`config.mk`:
```
export PLATFORM = sky130hd
export DESIGN_NAME = io_status_indication_map
export DESIGN_NICKNAME = d
export VERILOG_FILES = /design/src/verilog/io_map_pkg.sv /design/src/verilog/io_status_indication_map.sv
export VERILOG_INCLUDE_DIRS = /design/src /design/src/verilog
export SDC_FILE = /design/constraint.sdc
export NUM_CORES = 1
export LEC_CHECK = 0
export BUFFER_PORTS_ARGS = -buffer_cell sky130_fd_sc_hd__buf_4
export CORE_ASPECT_RATIO = 0.9
export CORE_MARGIN = 4
export CORE_UTILIZATION = 38
export CTS_BUF_LIST = sky130_fd_sc_hd__clkbuf_8
export DETAILED_ROUTE_END_ITERATION = 8
export GPL_TIMING_DRIVEN = 0
export HOLD_SLACK_MARGIN = 0.03
export PLACE_DENSITY = 0.7
export RECOVER_POWER = 100
export SLEW_MARGIN = 30
export SYNTH_ARGS = -nofsm -noshare
export SYNTH_HDL_FRONTEND = slang
export SYNTH_SLANG_ARGS = --single-unit
```
`constraint.sdc`:
```
create_clock -name clk -period 5.37 [get_ports clk]
set_input_delay 0.537 -clock clk [delete_from_list [all_inputs] [get_ports clk]]
set_output_delay 0.537 -clock clk [all_outputs]
set_load 0.01 [all_outputs]
```
`src/verilog/io_map_defs.svh`:
```
`ifndef IO_MAP_DEFS_SVH
`define IO_MAP_DEFS_SVH
`define STAT_OUT_SHORT 0
`define STAT_OUT_OVLD 1
`define STAT_ACT_SHORT 2
`define STAT_ACT_UNDER 3
`define STAT_SENS_OVLD 4
`define STAT_SENS_UNDER 5
`define STAT_USED_BITS 6
`define SUBST_ALL_LOW 2'h0
`define SUBST_ALL_HIGH 2'h1
`define SUBST_HOLD 2'h2
`define SUBST_CHANNEL 2'h3
`define BLINK_PERIOD_NS 500000000
`define CLK_PERIOD_NS 25
`define BLINK_HALF_CYCLES (`BLINK_PERIOD_NS / `CLK_PERIOD_NS / 2)
`define WDOG_TIMEOUT_NS 100000000
`define WDOG_CYCLES (`WDOG_TIMEOUT_NS / `CLK_PERIOD_NS)
`endif

```
`src/verilog/io_map_pkg.sv`:
```
`default_nettype none
package io_map_pkg;
    typedef enum logic [1:0] {LAMP_OFF, LAMP_GREEN, LAMP_YELLOW, LAMP_RED} lamp_color_t;
    typedef struct packed {
        logic out_short;
        logic out_ovld;
        logic act_short;
        logic act_under;
        logic sens_ovld;
        logic sens_under;
        logic sens_over;
        logic act_present;
        logic act_surge;
        logic sens_present;
        logic over_temp;
        logic fw_update;
        logic addr_invalid;
        logic not_ready;
    } supply_fault_t;
    typedef struct packed {
        logic no_comm;
        logic starting;
        logic no_baud;
        logic not_configured;
        logic cfg_mismatch;
        logic bad_params;
        logic bad_address;
        logic clear_stop;
        logic diag_present;
        logic hw_fault;
        logic data_mismatch;
    } bus_state_t;
endpackage : io_map_pkg
`default_nettype wire

```
`src/verilog/io_status_indication_map.sv`:
```
// Function
// - Input n lands in bit n-1 of the input process byte.
// - Output byte bits 0..3 drive outputs 1..4; bits 4..7 unused.
// - 32-bit status word; bits 31..6 read as zero.
// - Status bits 0..3: output short, output overload, actuator short, actuator undervoltage.
// - Status bit 4 sensor supply overload, bit 5 sensor supply undervoltage.
// - Ready lamp green operational, yellow flashing on update, red if invalid.
// - Ready lamp flashes green/yellow on supply, temperature or actuator faults.
// - Green/yellow ready plus red sensor lamp signals sensor overload.
// - Bus-fault lamp steady red without comms, startup or no baud rate.
// - Bus-fault lamp flashes on unconfigured, mismatch, bad parameters, bad address.
// - Clear/stop gives safe outputs and flashing bus-fault; off when no error.
// - Group-error lamp red on diagnostics, hardware fault or data mismatch.
// - Sensor lamp green present, off absent or low, red overloaded.
// - Actuator lamp green when actuator voltage present, else off.
// - Each input lamp yellow while its input is set.
// - Output lamp yellow when set, red when set during short/overload, off otherwise.
// - Channel lamps indexed by process byte then bit position.
// - Two-bit substitute mode: low, high, hold last, per-channel values.
// - Only output writes retrigger watchdog; timeout applies substitutes, flags bus fault.
`timescale 1ns/100ps
`default_nettype none
`include "io_map_defs.svh"
module io_status_indication_map #(
    parameter int unsigned BLINK_HALF = `BLINK_HALF_CYCLES,
    parameter int unsigned WDOG_LIMIT = `WDOG_CYCLES
) (
    input wire logic clk,
    input wire logic sys_rst,
    input wire logic [7:0] digital_input,
    input wire io_map_pkg::supply_fault_t faults,
    input wire io_map_pkg::bus_state_t bus_state,
    input wire logic out_write,
    input wire logic [7:0] out_data,
    input wire logic wdog_enable,
    input wire logic [1:0] subst_mode,
    input wire logic [3:0] subst_values,
    output logic [7:0] input_image_byte,
    output logic [7:0] output_image_byte,
    output logic [31:0] fault_status_word,
    output logic [3:0] digital_output,
    output logic wdog_expired,
    output io_map_pkg::lamp_color_t ready_lamp,
    output logic bus_fault_lamp,
    output logic group_error_lamp,
    output io_map_pkg::lamp_color_t sensor_supply_lamp,
    output logic actuator_supply_lamp,
    output logic [7:0] input_lamp,
    output io_map_pkg::lamp_color_t [3:0] output_lamp
);

////////////////////////////////////////////////////////////////////////////////
// Input synchronisers
logic [7:0] din_meta;
logic [7:0] din_sync;
io_map_pkg::supply_fault_t flt_meta;
io_map_pkg::supply_fault_t flt;
io_map_pkg::bus_state_t bus_meta;
io_map_pkg::bus_state_t bus;

always_ff @(posedge clk) begin
    if (sys_rst) begin
        din_meta <= 8'h00;
        din_sync <= 8'h00;
        flt_meta <= '0;
        flt <= '0;
        bus_meta <= '0;
        bus <= '0;
    end else begin
        din_meta <= digital_input;
        din_sync <= din_meta;
        flt_meta <= faults;
        flt <= flt_meta;
        bus_meta <= bus_state;
        bus <= bus_meta;
    end
end

////////////////////////////////////////////////////////////////////////////////
// Blink timebase, shared so all flashing lamps stay in phase
logic [31:0] blink_cnt;
logic blink_phase;

always_ff @(posedge clk) begin
    if (sys_rst) begin
        blink_cnt <= 32'h0;
        blink_phase <= 1'b0;
    end else if (blink_cnt >= BLINK_HALF - 1) begin
        blink_cnt <= 32'h0;
        blink_phase <= ~blink_phase;
    end else begin
        blink_cnt <= blink_cnt + 32'h1;
    end
end

////////////////////////////////////////////////////////////////////////////////
// Process data watchdog
// Counting stops at expiry; only a reset, a write or a disable clears it
logic [31:0] wdog_cnt;
logic wdog_armed;

always_ff @(posedge clk) begin
    if (sys_rst) begin
        wdog_cnt <= 32'h0;
        wdog_armed <= 1'b0;
        wdog_expired <= 1'b0;
    end else if (!wdog_enable) begin
        wdog_cnt <= 32'h0;
        wdog_armed <= 1'b0;
        wdog_expired <= 1'b0;
    end else if (out_write) begin
        wdog_cnt <= 32'h0;
        wdog_armed <= 1'b1;
        wdog_expired <= 1'b0;
    end else if (wdog_armed && !wdog_expired) begin
        if (wdog_cnt >= WDOG_LIMIT - 1) begin
            wdog_expired <= 1'b1;
        end else begin
            wdog_cnt <= wdog_cnt + 32'h1;
        end
    end
end

////////////////////////////////////////////////////////////////////////////////
// Process images and outputs
logic safe_state;
logic [3:0] next_dout;
assign safe_state = wdog_expired | bus.clear_stop;

always_comb begin
    next_dout = output_image_byte[3:0];
    if (safe_state) begin
        case (subst_mode)
            `SUBST_ALL_LOW: next_dout = 4'h0;
            `SUBST_ALL_HIGH: next_dout = 4'hF;
            `SUBST_HOLD: next_dout = digital_output;
            `SUBST_CHANNEL: next_dout = subst_values;
            default: next_dout = 4'h0;
        endcase
    end
end

always_ff @(posedge clk) begin
    if (sys_rst) begin
        input_image_byte <= 8'h00;
        output_image_byte <= 8'h00;
        digital_output <= 4'h0;
    end else begin
        input_image_byte <= din_sync;
        if (out_write) begin
            output_image_byte <= out_data;
        end
        digital_output <= next_dout;
    end
end

////////////////////////////////////////////////////////////////////////////////
// Status word
always_ff @(posedge clk) begin
    if (sys_rst) begin
        fault_status_word <= 32'h0;
    end else begin
        fault_status_word <= {26'h0,
            flt.sens_under, flt.sens_ovld,
            flt.act_under, flt.act_short, flt.out_ovld, flt.out_short};
    end
end

////////////////////////////////////////////////////////////////////////////////
// Lamps
logic ready_alarm;
assign ready_alarm = flt.sens_under | flt.sens_over | flt.sens_ovld | flt.over_temp
                   | !flt.act_present | flt.act_surge | flt.act_under | flt.act_short;

always_ff @(posedge clk) begin
    if (sys_rst) begin
        ready_lamp <= io_map_pkg::LAMP_RED;
    end else if (flt.addr_invalid || flt.not_ready) begin
        ready_lamp <= io_map_pkg::LAMP_RED;
    end else if (flt.fw_update) begin
        ready_lamp <= blink_phase ? io_map_pkg::LAMP_YELLOW : io_map_pkg::LAMP_OFF;
    end else if (ready_alarm) begin
        ready_lamp <= blink_phase ? io_map_pkg::LAMP_YELLOW : io_map_pkg::LAMP_GREEN;
    end else begin
        ready_lamp <= io_map_pkg::LAMP_GREEN;
    end
end

always_ff @(posedge clk) begin
    if (sys_rst) begin
        bus_fault_lamp <= 1'b1;
    end else if (bus.no_comm || bus.starting || bus.no_baud) begin
        bus_fault_lamp <= 1'b1;
    end else if (bus.not_configured || bus.cfg_mismatch || bus.bad_params || bus.bad_address
                 || bus.clear_stop || wdog_expired) begin
        bus_fault_lamp <= blink_phase;
    end else begin
        bus_fault_lamp <= 1'b0;
    end
end

always_ff @(posedge clk) begin
    if (sys_rst) begin
        group_error_lamp <= 1'b0;
        sensor_supply_lamp <= io_map_pkg::LAMP_OFF;
        actuator_supply_lamp <= 1'b0;
        input_lamp <= 8'h00;
    end else begin
        group_error_lamp <= bus.diag_present | bus.hw_fault | bus.data_mismatch
                          | (|fault_status_word[`STAT_USED_BITS-1:0]);
        if (flt.sens_ovld) begin
            sensor_supply_lamp <= io_map_pkg::LAMP_RED;
        end else if (flt.sens_present && !flt.sens_under) begin
            sensor_supply_lamp <= io_map_pkg::LAMP_GREEN;
        end else begin
            sensor_supply_lamp <= io_map_pkg::LAMP_OFF;
        end
        actuator_supply_lamp <= flt.act_present;
        input_lamp <= din_sync;
    end
end

// Fault inputs are device-wide, so every set output shows red on an output short or overload fault
always_ff @(posedge clk) begin
    if (sys_rst) begin
        output_lamp <= '{default: io_map_pkg::LAMP_OFF};
    end else begin
        for (int i = 0; i < 4; i++) begin
            if (next_dout[i] && (flt.out_short || flt.out_ovld)) begin
                output_lamp[i] <= io_map_pkg::LAMP_RED;
            end else if (next_dout[i]) begin
                output_lamp[i] <= io_map_pkg::LAMP_YELLOW;
            end else begin
                output_lamp[i] <= io_map_pkg::LAMP_OFF;
            end
        end
    end
end

////////////////////////////////////////////////////////////////////////////////
// Assertions
property p_in_map;
    @(posedge clk) disable iff (sys_rst) input_image_byte == $past(din_sync);
endproperty
a_in_map: assert property (p_in_map) else $error("input byte mismatch");

property p_out_map;
    @(posedge clk) disable iff (sys_rst) !$past(safe_state) |-> digital_output == $past(output_image_byte[3:0]);
endproperty
a_out_map: assert property (p_out_map) else $error("output drive mismatch");

property p_reserved;
    @(posedge clk) disable iff (sys_rst) fault_status_word[31:6] == 26'h0;
endproperty
a_reserved: assert property (p_reserved) else $error("reserved status bits set");

property p_stat_low;
    @(posedge clk) disable iff (sys_rst)
        fault_status_word[3:0] == $past({flt.act_under, flt.act_short, flt.out_ovld, flt.out_short});
endproperty
a_stat_low: assert property (p_stat_low) else $error("status bits 0-3 wrong");

property p_stat_sens;
    @(posedge clk) disable iff (sys_rst) fault_status_word[5:4] == $past({flt.sens_under, flt.sens_ovld});
endproperty
a_stat_sens: assert property (p_stat_sens) else $error("status bits 4-5 wrong");

property p_subst_low;
    @(posedge clk) disable iff (sys_rst) $past(safe_state) && $past(subst_mode) == `SUBST_ALL_LOW |-> digital_output == 4'h0;
endproperty
a_subst_low: assert property (p_subst_low) else $error("substitute low not applied");

property p_subst_ch;
    @(posedge clk) disable iff (sys_rst) $past(safe_state) && $past(subst_mode) == `SUBST_CHANNEL |-> digital_output == $past(subst_values);
endproperty
a_subst_ch: assert property (p_subst_ch) else $error("channel substitutes not applied");

property p_bus_lamp_steady;
    @(posedge clk) disable iff (sys_rst) $past(bus.no_comm) |-> bus_fault_lamp;
endproperty
a_bus_lamp_steady: assert property (p_bus_lamp_steady) else $error("bus fault lamp not lit");

property p_act_lamp;
    @(posedge clk) disable iff (sys_rst) actuator_supply_lamp == $past(flt.act_present);
endproperty
a_act_lamp: assert property (p_act_lamp) else $error("actuator lamp wrong");

property p_sens_red;
    @(posedge clk) disable iff (sys_rst) $past(flt.sens_ovld) |-> sensor_supply_lamp == io_map_pkg::LAMP_RED;
endproperty
a_sens_red: assert property (p_sens_red) else $error("sensor lamp not red on overload");

property p_wd_retrig;
    @(posedge clk) disable iff (sys_rst) wdog_enable && out_write ##1 wdog_enable |-> !wdog_expired;
endproperty
a_wd_retrig: assert property (p_wd_retrig) else $error("write did not retrigger watchdog");

c_expire: cover property (@(posedge clk) disable iff (sys_rst) $rose(wdog_expired));
c_blink: cover property (@(posedge clk) disable iff (sys_rst) $rose(blink_phase));
c_red_out: cover property (@(posedge clk) disable iff (sys_rst) output_lamp[0] == io_map_pkg::LAMP_RED);

endmodule : io_status_indication_map
`default_nettype wire

```
* Word level (Yosys, flattened, before mapping)
Cells that the tools add are included.
** Word-level totals
- Bits in registers :: 200
- Bits in latches :: 0
- RAM bits :: 0
- ROM bits :: 0
- Input bits :: 51
- Output and inout port bits :: 76
- Logic and storage cells :: 136
- Memories :: 0
** Operators by class
- Add/sub/neg operators :: 2
- Multiply operators :: 0
- Divide/modulo/power cells :: 0
- $lt $le $gt $ge :: 2
- Eq/ne operators :: 3
- Shift operators :: 0
- Multiplexer cells :: 17
- Bitwise operators :: 14
- Reduce and logical (&&, ||, !) cells :: 27
** Operator list (number)
- 32-bit by 1-bit adder with 32-bit output, second input constant :: 2
- 32-bit by 22-bit greater-or-equal comparator with 1-bit output, second input constant :: 1
- 32-bit by 24-bit greater-or-equal comparator with 1-bit output, second input constant :: 1
- 2-bit 2-to-1 mux :: 13
- 4-bit one-hot mux with 4 select lines :: 1
- 1-bit bitwise OR :: 11
- 1-bit logical OR :: 9
- 2-bit OR reduction :: 4
- 1-bit logical AND :: 6
- 6-bit OR reduction :: 1
- 2-bit equality test, second input constant :: 2
- 4-bit 2-to-1 mux :: 1
- 2-bit AND reduction :: 2
- 1-bit logical NOT :: 3
- 1-bit NOT :: 3
- 3-bit OR reduction :: 1
- 2-bit by 1-bit equality test with 1-bit output, second input constant :: 1
- 2-bit logical NOT :: 1
- 1-bit 2-to-1 mux :: 2

* Logic depth before layout (Yosys ltp)
Gate-level depths: netlist of run 1.
- Depth in word-level cells :: 9
- Gate-level depth with buffers :: 7
- Mapped depth without buffers :: 6

* Worst setup path after synthesis of run 1
No wires, ideal clock.
- Path type :: register -> register
- Start point :: reg wdog_cnt[22]
- End point :: reg wdog_cnt[7]
- Setup time :: 70 ps
- Arrival :: 1966 ps
- Data required time :: 5300 ps
- Slack :: 3333 ps
- Cell stages (with the launch flop) :: 7
- Path buffers :: 1
- Period minus slack after synthesis :: 2037 ps
- Cells stage by stage :: dfxtp_1 > or4_1 > nor4_4 > o2111ai_2 > buf_2 > or3_1 > a21oi_1
** Between the ends
- Word-level cells in the longest chain between the ends :: 3
** Ends and longest elaborated chain
- start, declared :: line io_status_indication_map.sv:99 : logic [31:0] wdog_cnt;
- start signal, assigned :: line io_status_indication_map.sv:119 : wdog_cnt <= wdog_cnt + 32'h1;
- 32-bit by 22-bit greater-or-equal comparator with 1-bit output :: line io_status_indication_map.sv:116 : if (wdog_cnt >= WDOG_LIMIT - 1) begin
- 1-bit NOT (no line)
- 2-bit AND reduction (no line)
No other way between the ends.
A chain may end at the register's enable or synchronous reset.

* Worst setup path in the final report of run 1
- Start point :: reg wdog_cnt[12]
- End point :: reg wdog_cnt[7]
Same word-level chain as after synthesis.

==> impl_metrics.json, run 1 <==
{
  "status": "finished clean",
  "clk_path_buf_depth": 2,
  "rows": 43,
  "cts_tree": "yes",
  "power.share.clock_pct": 39.4,
  "cts_root_buffer": "clkbuf_8",
  "hold_viol_final": 0,
  "wire_per_inst_um": 11.9,
  "clk_latency_ns": 0.44,
  "postSynthCellCount": 610,
  "crit_type": "flop to flop",
  "synth_flop_cell": "dfxtp_1",
  "async_reset_ff_share_pct": 0,
  "ctsResizeCount": 0,
  "initial_core_util_pct": 38.9,
  "min_period_ns": 2.51,
  "worst_pin_slew_ns": 0.804,
  "avgSynthCellArea_um2": 9.89,
  "p_sw_uw": 551,
  "drv_slew": 0,
  "max-cap-violations": 0,
  "synth_edf_count": 0,
  "intPower_uw": 1840,
  "r2r_end": "wdog_cnt[7]",
  "arrival_ns": 2.89,
  "synthAdderAreaFrac_pct": 0.415,
  "grt-ovfl-total": 0,
  "final_common_cell": "dfxtp_1",
  "p_sw_share_pct": 23.0,
  "rsz0062_at_grt": "false",
  "wl_mm": 11.6,
  "finalSetupViolCount": 0,
  "die_w_um": 141,
  "routabilityCongestion": 0.806,
  "antenna_cells": 0,
  "synth_cell_types": 43,
  "postCtsSetupBuffers": 0,
  "antenna_found_initial": 0,
  "final_util_pct": 47.5,
  "final_nets": 813,
  "cp-end-kind": "flop",
  "grt_start_max_net_pins": 17,
  "min_from": "digital_input[5]",
  "vias": 4313,
  "relSlewSlack_pct": 46.2,
  "drtIter0Drc": 195,
  "crit_path_start": "wdog_cnt[12]",
  "area_delta_synth_final_pct": 22.0,
  "drt_pass1_iterations": 4,
  "synth-simple-area-share_pct": 24.3,
  "avgViaCountPerCell": 4.43,
  "ys_seq_area_share_pct": 56.4,
  "r2r-start": "wdog_cnt[12]",
  "p_seq_share_pct": 54.9,
  "power_frac_comb_pct": 5.7,
  "core_area_um2": 15500,
  "synth_top_family_by_area": "simple AND/OR/NAND/NOR gates",
  "min_path_type": "input pin to flop",
  "path_clk_slew_ns": 0.09,
  "place_hpwl_mm": 8.55,
  "hold_end": "din_meta[5]",
  "clock_skew_ns": 0.0117,
  "fin_setup_tns_ns": 0,
  "clock-sinks": 170,
  "fin_crit_sh_pct": 46.7,
  "grtUsageTotal_pct": 13.3,
  "die-area_um2": 18000,
  "leakage_uw": 0.00284,
  "cts-htree-levels": 4,
  "ys_warn_count": 0,
  "io_buffers": 98,
  "crit_required_ns": 5.75,
  "p_per_area_nw_per_um2": 325,
  "io_pins": 127,
  "irDropWorstVdd_mv": 0.247,
  "synth.cell_area_um2": 6030,
  "grt_pass1_wl_mm": 19.2,
  "fmaxAchievable_mhz": 399,
  "drcViolationCount": 0,
  "synth_xor_area_share_pct": 3.34,
  "layout-drive-gt1-share_pct": 16.0,
  "worstRegToRegCells": 6,
  "hold_path_depth": 2,
  "final_cell_mix": "170 x dfxtp_1, 84 x buf_4, 82 x nor2b_1, 71 x clkbuf_1, 57 x nor2_1",
  "critPathMaxFanout": 10,
  "holdBufCountCts": 0,
  "ff2ff_setup_slack_ns": 2.86,
  "synth_mux_area_share_pct": 1.68,
  "synth_compound_area_share_pct": 6.74,
  "numCtsBuffers": 17,
  "grt_pass1_vias": 3971,
  "dieHeight_um": 128,
  "start_kind": "flop",
  "ys_seq_elements": 170,
  "final_antenna_net_count": 0
}
==> worst max-delay path by stage <==
stage	end	slack (ns)	cells past startpoint
detailed placement	wdog_cnt[17]	2.80	6
finish	wdog_cnt[7]	2.86	6
CTS	wdog_cnt[7]	3.01	6
global route	wdog_cnt[20]	2.65	6
global placement	wdog_cnt[4]	2.83	6
floorplan	wdog_cnt[7]	3.33	6
==> registers in the layout (all words and copies together), names as in the netlist, 2 cells and up <==
name               count
output_lamp            5
blink_cnt             32
digital_output         4
wdog_cnt              32
flt_meta              14
flt                   14
bus_meta              11
din_meta               8
input_lamp             8
din_sync               8
ready_lamp             2
output_image_byte      8
fault_status_word      6
bus                   11
==> metrics by stage <==
stage	worst slack (ns)	hold WS [ns]	total power, uW	cells	cell area, um2
after global routing	2.65	0.265	2500	973	7360
after CTS	3.01	0.261	2440	973	7560
final	2.86	0.300	2390	973	7360
after global placement	2.83	0.405	1490	943	7140
after floorplan	3.33	0.395	1420	643	6160
after detailed placement	2.80	0.412	1490	943	7140
==> cell usage after synthesis, types with 2 or more instances <==
cell | instances | share of area [%]
xnor2_1 | 16 | 2.3
nand2_1 | 23 | 1.4
o211ai_1 | 5 | 0.62
or3_2 | 2 | 0.25
or4_1 | 9 | 1.1
inv_1 | 12 | 0.75
nand3_1 | 15 | 1.2
ha_1 | 2 | 0.41
a311oi_1 | 4 | 0.58
a21oi_1 | 28 | 2.3
dfxtp_1 | 170 | 56
o21ai_0 | 15 | 1.2
nand2b_1 | 2 | 0.21
nor2_1 | 57 | 3.5
o2111ai_2 | 2 | 0.50
and4_1 | 3 | 0.44
xor2_1 | 7 | 1.0
and2_1 | 11 | 1.1
or3_1 | 14 | 1.5
buf_4 | 38 | 4.7
a31oi_1 | 2 | 0.21
nor2b_1 | 82 | 8.5
nor3_1 | 17 | 1.4
o31ai_1 | 4 | 0.50
or2_2 | 2 | 0.21
mux2i_1 | 9 | 1.5
buf_1 | 3 | 0.19
and3_1 | 3 | 0.31
clkbuf_1 | 18 | 1.1
nor4_1 | 9 | 0.93
nand4_1 | 14 | 1.5
==> logic make-up (layout without fill, tap and decap cells) <==
group	count (synthesis)	after routing
compound gates	65	65
xor+xnor	23	23
fa+ha+maj	2	2
buf+inv	73	201
flops	170	170
mux	10	10
other cells	1	34
simple gates	266	266
==> cell type report <==
type,instances,area (um2)
fill,1524,8140
clock buffer,17,234
timing repair buffer,98,552
tap,202,253
buffer,61,372
multi-input combinational,400,2310
inverter,12,45.0
clock inverter,13,184
sequential,170,3400
==> power by group through the flow <==
stage               Clock, uW  Combinational [uW]  Sequential (uW)
floorplan                   0                78.8             1340
global placement            0                 148             1340
detailed placement          0                 149             1340
CTS                       973                 150             1310
global route             1030                 154             1320
finish                    942                 137             1310
==> routing by layer <==
layer | routed length [um] | GRT usage [%] | vias to the layer above | share of wire (%)
met3 | 522 | 4.00 | 11 | 4.5
met2 | 5480 | 21.0 | 71 | 47
met1 | 5420 | 17.4 | 1939 | 47
met5 | 0 | 0 | - | 0
li1 | - | - | 2292 | -
met4 | 149 | 4.79 | 0 | 1.3
==> worst max-delay path: stages, from the launching register on <==
cell,delay [ns]
dfxtp_1,0.38
or4_1,0.55
o211ai_1,0.26
o2111ai_1,0.41
clkbuf_1,0.35
or3_1,0.36
a21oi_1,0.13
Power figures use the tool's default switching activity.
==> run 2: changes to the inputs <==
==> constraint.sdc (replaced) <==
create_clock -name clk -period 2.39 [get_ports clk]
set_input_delay 0.239 -clock clk [delete_from_list [all_inputs] [get_ports clk]]
set_output_delay 0.239 -clock clk [all_outputs]
set_load 0.01 [all_outputs]
==> impl_metrics.json, run 2 (synthesized netlist as in run 1, its figures left out) <==
{
  "cp-endpoint": "wdog_cnt[7]",
  "hold_viol_final": 0,
  "start_kind": "flop",
  "core_area_um2": 15500,
  "drcViolationCount": 0,
  "crit_type": "flop to flop",
  "final_cell_mix": "169 x dfxtp_1, 87 x buf_4, 82 x nor2b_1, 67 x clkbuf_1, 57 x nor2_1",
  "critPathMaxFanout": 10,
  "drv_slew": 0,
  "wl_mm": 12.1,
  "fin_crit_sh_pct": 94.2,
  "intPower_uw": 4180,
  "grt_pass1_vias": 4221,
  "crit_path_start": "wdog_cnt[13]",
  "holdWs_ns": 0.117,
  "cts_root_buffer": "clkbuf_8",
  "ff2ff_setup_slack_ns": 0.14,
  "antenna_cells": 0,
  "clk_latency_ns": 0.44,
  "fmaxAchievable_mhz": 444,
  "die-area_um2": 18000,
  "p_sw_uw": 1260,
  "placedInstanceArea_um2": 7140,
  "antenna_found_initial": 0,
  "grtUsageTotal_pct": 14.0,
  "drtIter0Drc": 200,
  "rsz0062_at_grt": "false",
  "arrival_ns": 2.63,
  "power.share.clock_pct": 39.1,
  "design_area_um2": 7840,
  "max-cap-violations": 0,
  "grt_start_max_net_pins": 17,
  "irDropWorstVdd_mv": 0.568,
  "wire_per_inst_um": 11.9,
  "relSlewSlack_pct": 45.9,
  "cpMaxStageDelayCell": "or4_1",
  "grt_pass1_wl_mm": 20.2,
  "grt-ovfl-total": 0,
  "finalSetupViolCount": 0,
  "area_delta_synth_final_pct": 30.0,
  "clock-sinks": 170,
  "power_uw": 5440,
  "vias": 4525,
  "cts_tree": "yes",
  "rows": 43,
  "status": "finished clean",
  "layout-drive-gt1-share_pct": 16.3,
  "nFillCells": 1460,
  "cts-htree-levels": 4,
  "drt_pass1_iterations": 4,
  "final_common_cell": "dfxtp_1",
  "crit_required_ns": 2.77,
  "io_buffers": 98,
  "io_pins": 127,
  "power_frac_comb_pct": 6.7,
  "worstRegToRegCells": 7,
  "die_w_um": 141,
  "leakage_uw": 0.00304,
  "final_nets": 857,
  "routabilityCongestion": 0.806,
  "clk_path_buf_depth": 2,
  "p_sw_share_pct": 23.1,
  "r2r_end": "wdog_cnt[7]",
  "path_clk_slew_ns": 0.09,
  "max_stage_delay_ns": 0.53,
  "dieHeight_um": 128,
  "r2r-start": "wdog_cnt[13]",
  "worst_pin_slew_ns": 0.808,
  "crit_chain": "or4_1 > o211ai_1 > buf_4 > o2111ai_4 > buf_2 > or3_1 > a21oi_1",
  "fin_setup_tns_ns": 0,
  "initial_core_util_pct": 38.9,
  "place_hpwl_mm": 8.55,
  "min_period_ns": 2.25,
  "final_antenna_net_count": 0,
  "p_per_area_nw_per_um2": 693,
  "min_path_type": "input pin to flop",
  "cp-end-kind": "flop",
  "clock_skew_ns": 0.00803,
  "reg_top3": "blink_cnt (32), wdog_cnt (32)",
  "avgViaCountPerCell": 4.45,
  "numCtsBuffers": 17,
  "p_seq_share_pct": 54.2
}
## run 2: changes by cell type in the layout (fill, tap and decap cells not counted), moves of 2 or more
cell           before  now
clkbuf_1           71   67
o2111ai_4           0    2
o2111ai_1           3    1
clkbuf_4            3    5
buf_4              84   87
dlygate4sd3_1       0   41
## run 2: repair_timing
action | 4_1_cts | 5_1_grt
gates resized for setup | 0 | 3
hold endpoints to repair | 41 | 0
buffers inserted | 0 | 3
setup endpoints to repair | 0 | 6
hold buffers | 41 | 0
## run 2: how the worst min path moves through the flow
stage	cells past startpoint	slack (ns)	startpoint	endpoint
2_1_floorplan	1	0.37	bus_state[0]	bus_meta[0]
3_3_place_gp	2	0.41	bus[10]	bus_fault_lamp
3_5_place_dp	2	0.41	bus[8]	bus_fault_lamp
4_1_cts	4	0.1	out_write	wdog_cnt[1]
5_1_grt	3	0.16	wdog_enable	wdog_armed
6_report	3	0.12	wdog_enable	wdog_armed
## run 2: stage by stage
step	setup WS, ns	cells	util (%)
after global routing	0.0117	1017	50.6
after global placement	0.0881	943	46.1
after CTS	0.0320	1014	51.5
after detailed placement	0.0457	943	46.1
after floorplan	0.353	643	-
final	0.139	1017	50.6
## run 2: final cells by class
cell class              count  area [um2]  share of cell area [%]
flip-flops and latches    170        3400                    43.4
plain buffers              61         380                    4.85
clock inverters            13         184                    2.35
clock buffers              17         234                    2.98
multi-input cells         400        2350                    30.0
well taps                 202         253                    3.22
repair buffers            142         992                    12.7
inverters                  12        45.0                   0.574
## run 2: power groups by stage
stage | clock network, uW | registers [uW] | logic (uW)
finish | 2120 | 2950 | 366
global route | 2310 | 2960 | 406
CTS | 2190 | 2950 | 391
detailed placement | 0 | 3010 | 336
global placement | 0 | 3010 | 333
floorplan | 0 | 3020 | 177
## run 2: critical path, delay by kind of cell, from the launching register on
family                 cells  cell delay [ns]
and+or+nand+nor            2             0.85
DFF                        1             0.37
buffers and inverters      2             0.40
AOI/OAI and AO/OA          3             0.56
## run 2: layer usage
| layer | vias up | share of wire (%) | wire length (um) | GRT usage (%) |
|---|---|---|---|---|
| li1 | 2383 | - | - | - |
| met1 | 2051 | 46 | 5550 | 17.7 |
| met2 | 76 | 49 | 5930 | 22.9 |
| met3 | 15 | 4.0 | 481 | 3.93 |
| met4 | 0 | 1.6 | 192 | 4.96 |
| met5 | - | 0 | 0 | 0 |
==> run 3: changes to the inputs <==
--- a/config.mk
+++ b/config.mk
@@ -15,7 +15,7 @@
 export GPL_TIMING_DRIVEN = 0
 export HOLD_SLACK_MARGIN = 0.03
 export PLACE_DENSITY = 0.7
-export RECOVER_POWER = 100
+export RECOVER_POWER = 50
 export SLEW_MARGIN = 30
 export SYNTH_ARGS = -nofsm -noshare
 export SYNTH_HDL_FRONTEND = slang
==> impl_metrics.json, run 3 (synthesized netlist as in run 1, its figures left out) <==
{
  "grtUsageTotal_pct": 14.0,
  "vias": 4480,
  "wire_per_inst_um": 11.9,
  "nFillCells": 1424,
  "core_area_um2": 15500,
  "design_area_um2": 7990,
  "final_common_cell": "dfxtp_1",
  "reg_top3": "blink_cnt (32), wdog_cnt (32)",
  "grt-ovfl-total": 0,
  "path_clk_slew_ns": 0.09,
  "max-cap-violations": 0,
  "grt_pass1_vias": 4221,
  "final_nets": 857,
  "crit_type": "flop to flop",
  "grt_pass1_wl_mm": 20.2,
  "placedInstanceArea_um2": 7140,
  "cts_root_buffer": "clkbuf_8",
  "drtIter0Drc": 204,
  "clk_latency_ns": 0.44,
  "finalSetupViolCount": 0,
  "initial_core_util_pct": 38.9,
  "start_kind": "flop",
  "area_delta_synth_final_pct": 32.4,
  "rows": 43,
  "critPathMaxFanout": 10,
  "fin_setup_tns_ns": 0,
  "cts_tree": "yes",
  "drt_pass1_iterations": 4,
  "power_uw": 5450,
  "fin_crit_sh_pct": 93.4,
  "r2r-start": "wdog_cnt[13]",
  "cp-endpoint": "wdog_cnt[7]",
  "worst_pin_slew_ns": 0.806,
  "status": "finished clean",
  "irDropWorstVdd_mv": 0.568,
  "dieHeight_um": 128,
  "arrival_ns": 2.61,
  "final_cell_mix": "169 x dfxtp_1, 130 x buf_4, 82 x nor2b_1, 57 x nor2_1, 41 x dlygate4sd3_1",
  "layout-drive-gt1-share_pct": 21.0,
  "clk_path_buf_depth": 2,
  "place_hpwl_mm": 8.55,
  "io_buffers": 98,
  "r2r_end": "wdog_cnt[7]",
  "relSlewSlack_pct": 46.1,
  "cpMaxStageDelayCell": "or4_1",
  "antenna_found_initial": 0,
  "cts-htree-levels": 4,
  "drv_slew": 0,
  "rsz0062_at_grt": "false",
  "hold_viol_final": 0,
  "crit_path_start": "wdog_cnt[13]",
  "antenna_cells": 0,
  "p_per_area_nw_per_um2": 683,
  "final_antenna_net_count": 0,
  "crit_required_ns": 2.77,
  "crit_chain": "or4_1 > o211ai_1 > buf_4 > o2111ai_4 > buf_2 > or3_1 > a21oi_1",
  "die_w_um": 141,
  "clock_skew_ns": 0.00856,
  "numCtsBuffers": 17,
  "holdWs_ns": 0.120,
  "leakage_uw": 0.00320,
  "grt_start_max_net_pins": 17,
  "dp_slack_ns": 0.0457,
  "clock-sinks": 170,
  "routabilityCongestion": 0.806,
  "min_path_type": "input pin to flop",
  "io_pins": 127,
  "die-area_um2": 18000,
  "final.setup.worst_slack_ns": 0.158,
  "avgViaCountPerCell": 4.41,
  "fmaxAchievable_mhz": 448,
  "worstRegToRegCells": 7,
  "max_stage_delay_ns": 0.53,
  "wl_mm": 12.2,
  "cp-end-kind": "flop",
  "min_period_ns": 2.23,
  "ff2ff_setup_slack_ns": 0.16,
  "drcViolationCount": 0
}
[run 3: cell types whose count changed in the layout (fill, tap and decap cells not counted), sizes merged]
cell / delta
clkbuf: -43
buf: +43
[run 3: power breakdown]
part / internal (uW) / leakage (uW) / switching, uW
Combinational: 221 / 0.00160 / 165
Clock: 1060 / 0.000203 / 1060
Sequential: 2920 / 0.00139 / 30.6
Total: 4200 / 0.00320 / 1260
[run 3: cell type report]
type	count	area (um2)	share of cell area, %
Sequential cell	170	3400	42.6
Multi-Input combinational cell	400	2350	29.4
Timing Repair Buffer	142	1130	14.2
Buffer	61	380	4.76
Tap cell	202	253	3.17
Clock buffer	17	234	2.93
Clock inverter	13	184	2.30
Inverter	12	45.0	0.564
[run 3: worst max-delay path, delay by kind of cell (launching register included)]
| family | cells | cell delay [ns] |
|---|---|---|
| simple gates | 2 | 0.84 |
| compound gates | 3 | 0.55 |
| buf+inv | 2 | 0.41 |
| flops | 1 | 0.37 |
[run 3: worst min path at each step]
stage | from | endpoint | slack [ns] | cells past startpoint
2_1_floorplan | bus_state[0] | bus_meta[0] | 0.37 | 1
3_3_place_gp | bus[10] | bus_fault_lamp | 0.41 | 2
3_5_place_dp | bus[8] | bus_fault_lamp | 0.41 | 2
4_1_cts | out_write | wdog_cnt[1] | 0.1 | 4
5_1_grt | wdog_enable | wdog_armed | 0.16 | 3
6_report | wdog_enable | wdog_armed | 0.12 | 3
[run 3: through the flow]
step | utilization (%) | cells
after CTS | 51.5 | 1014
after detailed placement | 46.1 | 943
final | 51.5 | 1017
after global placement | 46.1 | 943
after global routing | 51.5 | 1017
after floorplan | - | 643
[run 3: layer usage]
| layer | global-route usage, % | wire length, um | vias to the layer above | part of all wire [%] |
|---|---|---|---|---|
| met5 | 0 | 0 | - | 0 |
| met4 | 4.96 | 121 | 0 | 1.0 |
| met3 | 3.93 | 479 | 6 | 3.9 |
| met2 | 22.9 | 5990 | 70 | 49 |
| met1 | 17.7 | 5560 | 2020 | 46 |
| li1 | - | - | 2384 | - |
[run 3: repair_timing]
action	in CTS	in global routing
endpoints found under the hold margin	41	0
buffers inserted	0	3
setup endpoints to repair	0	6
hold buffers	41	0
resized for setup	0	3
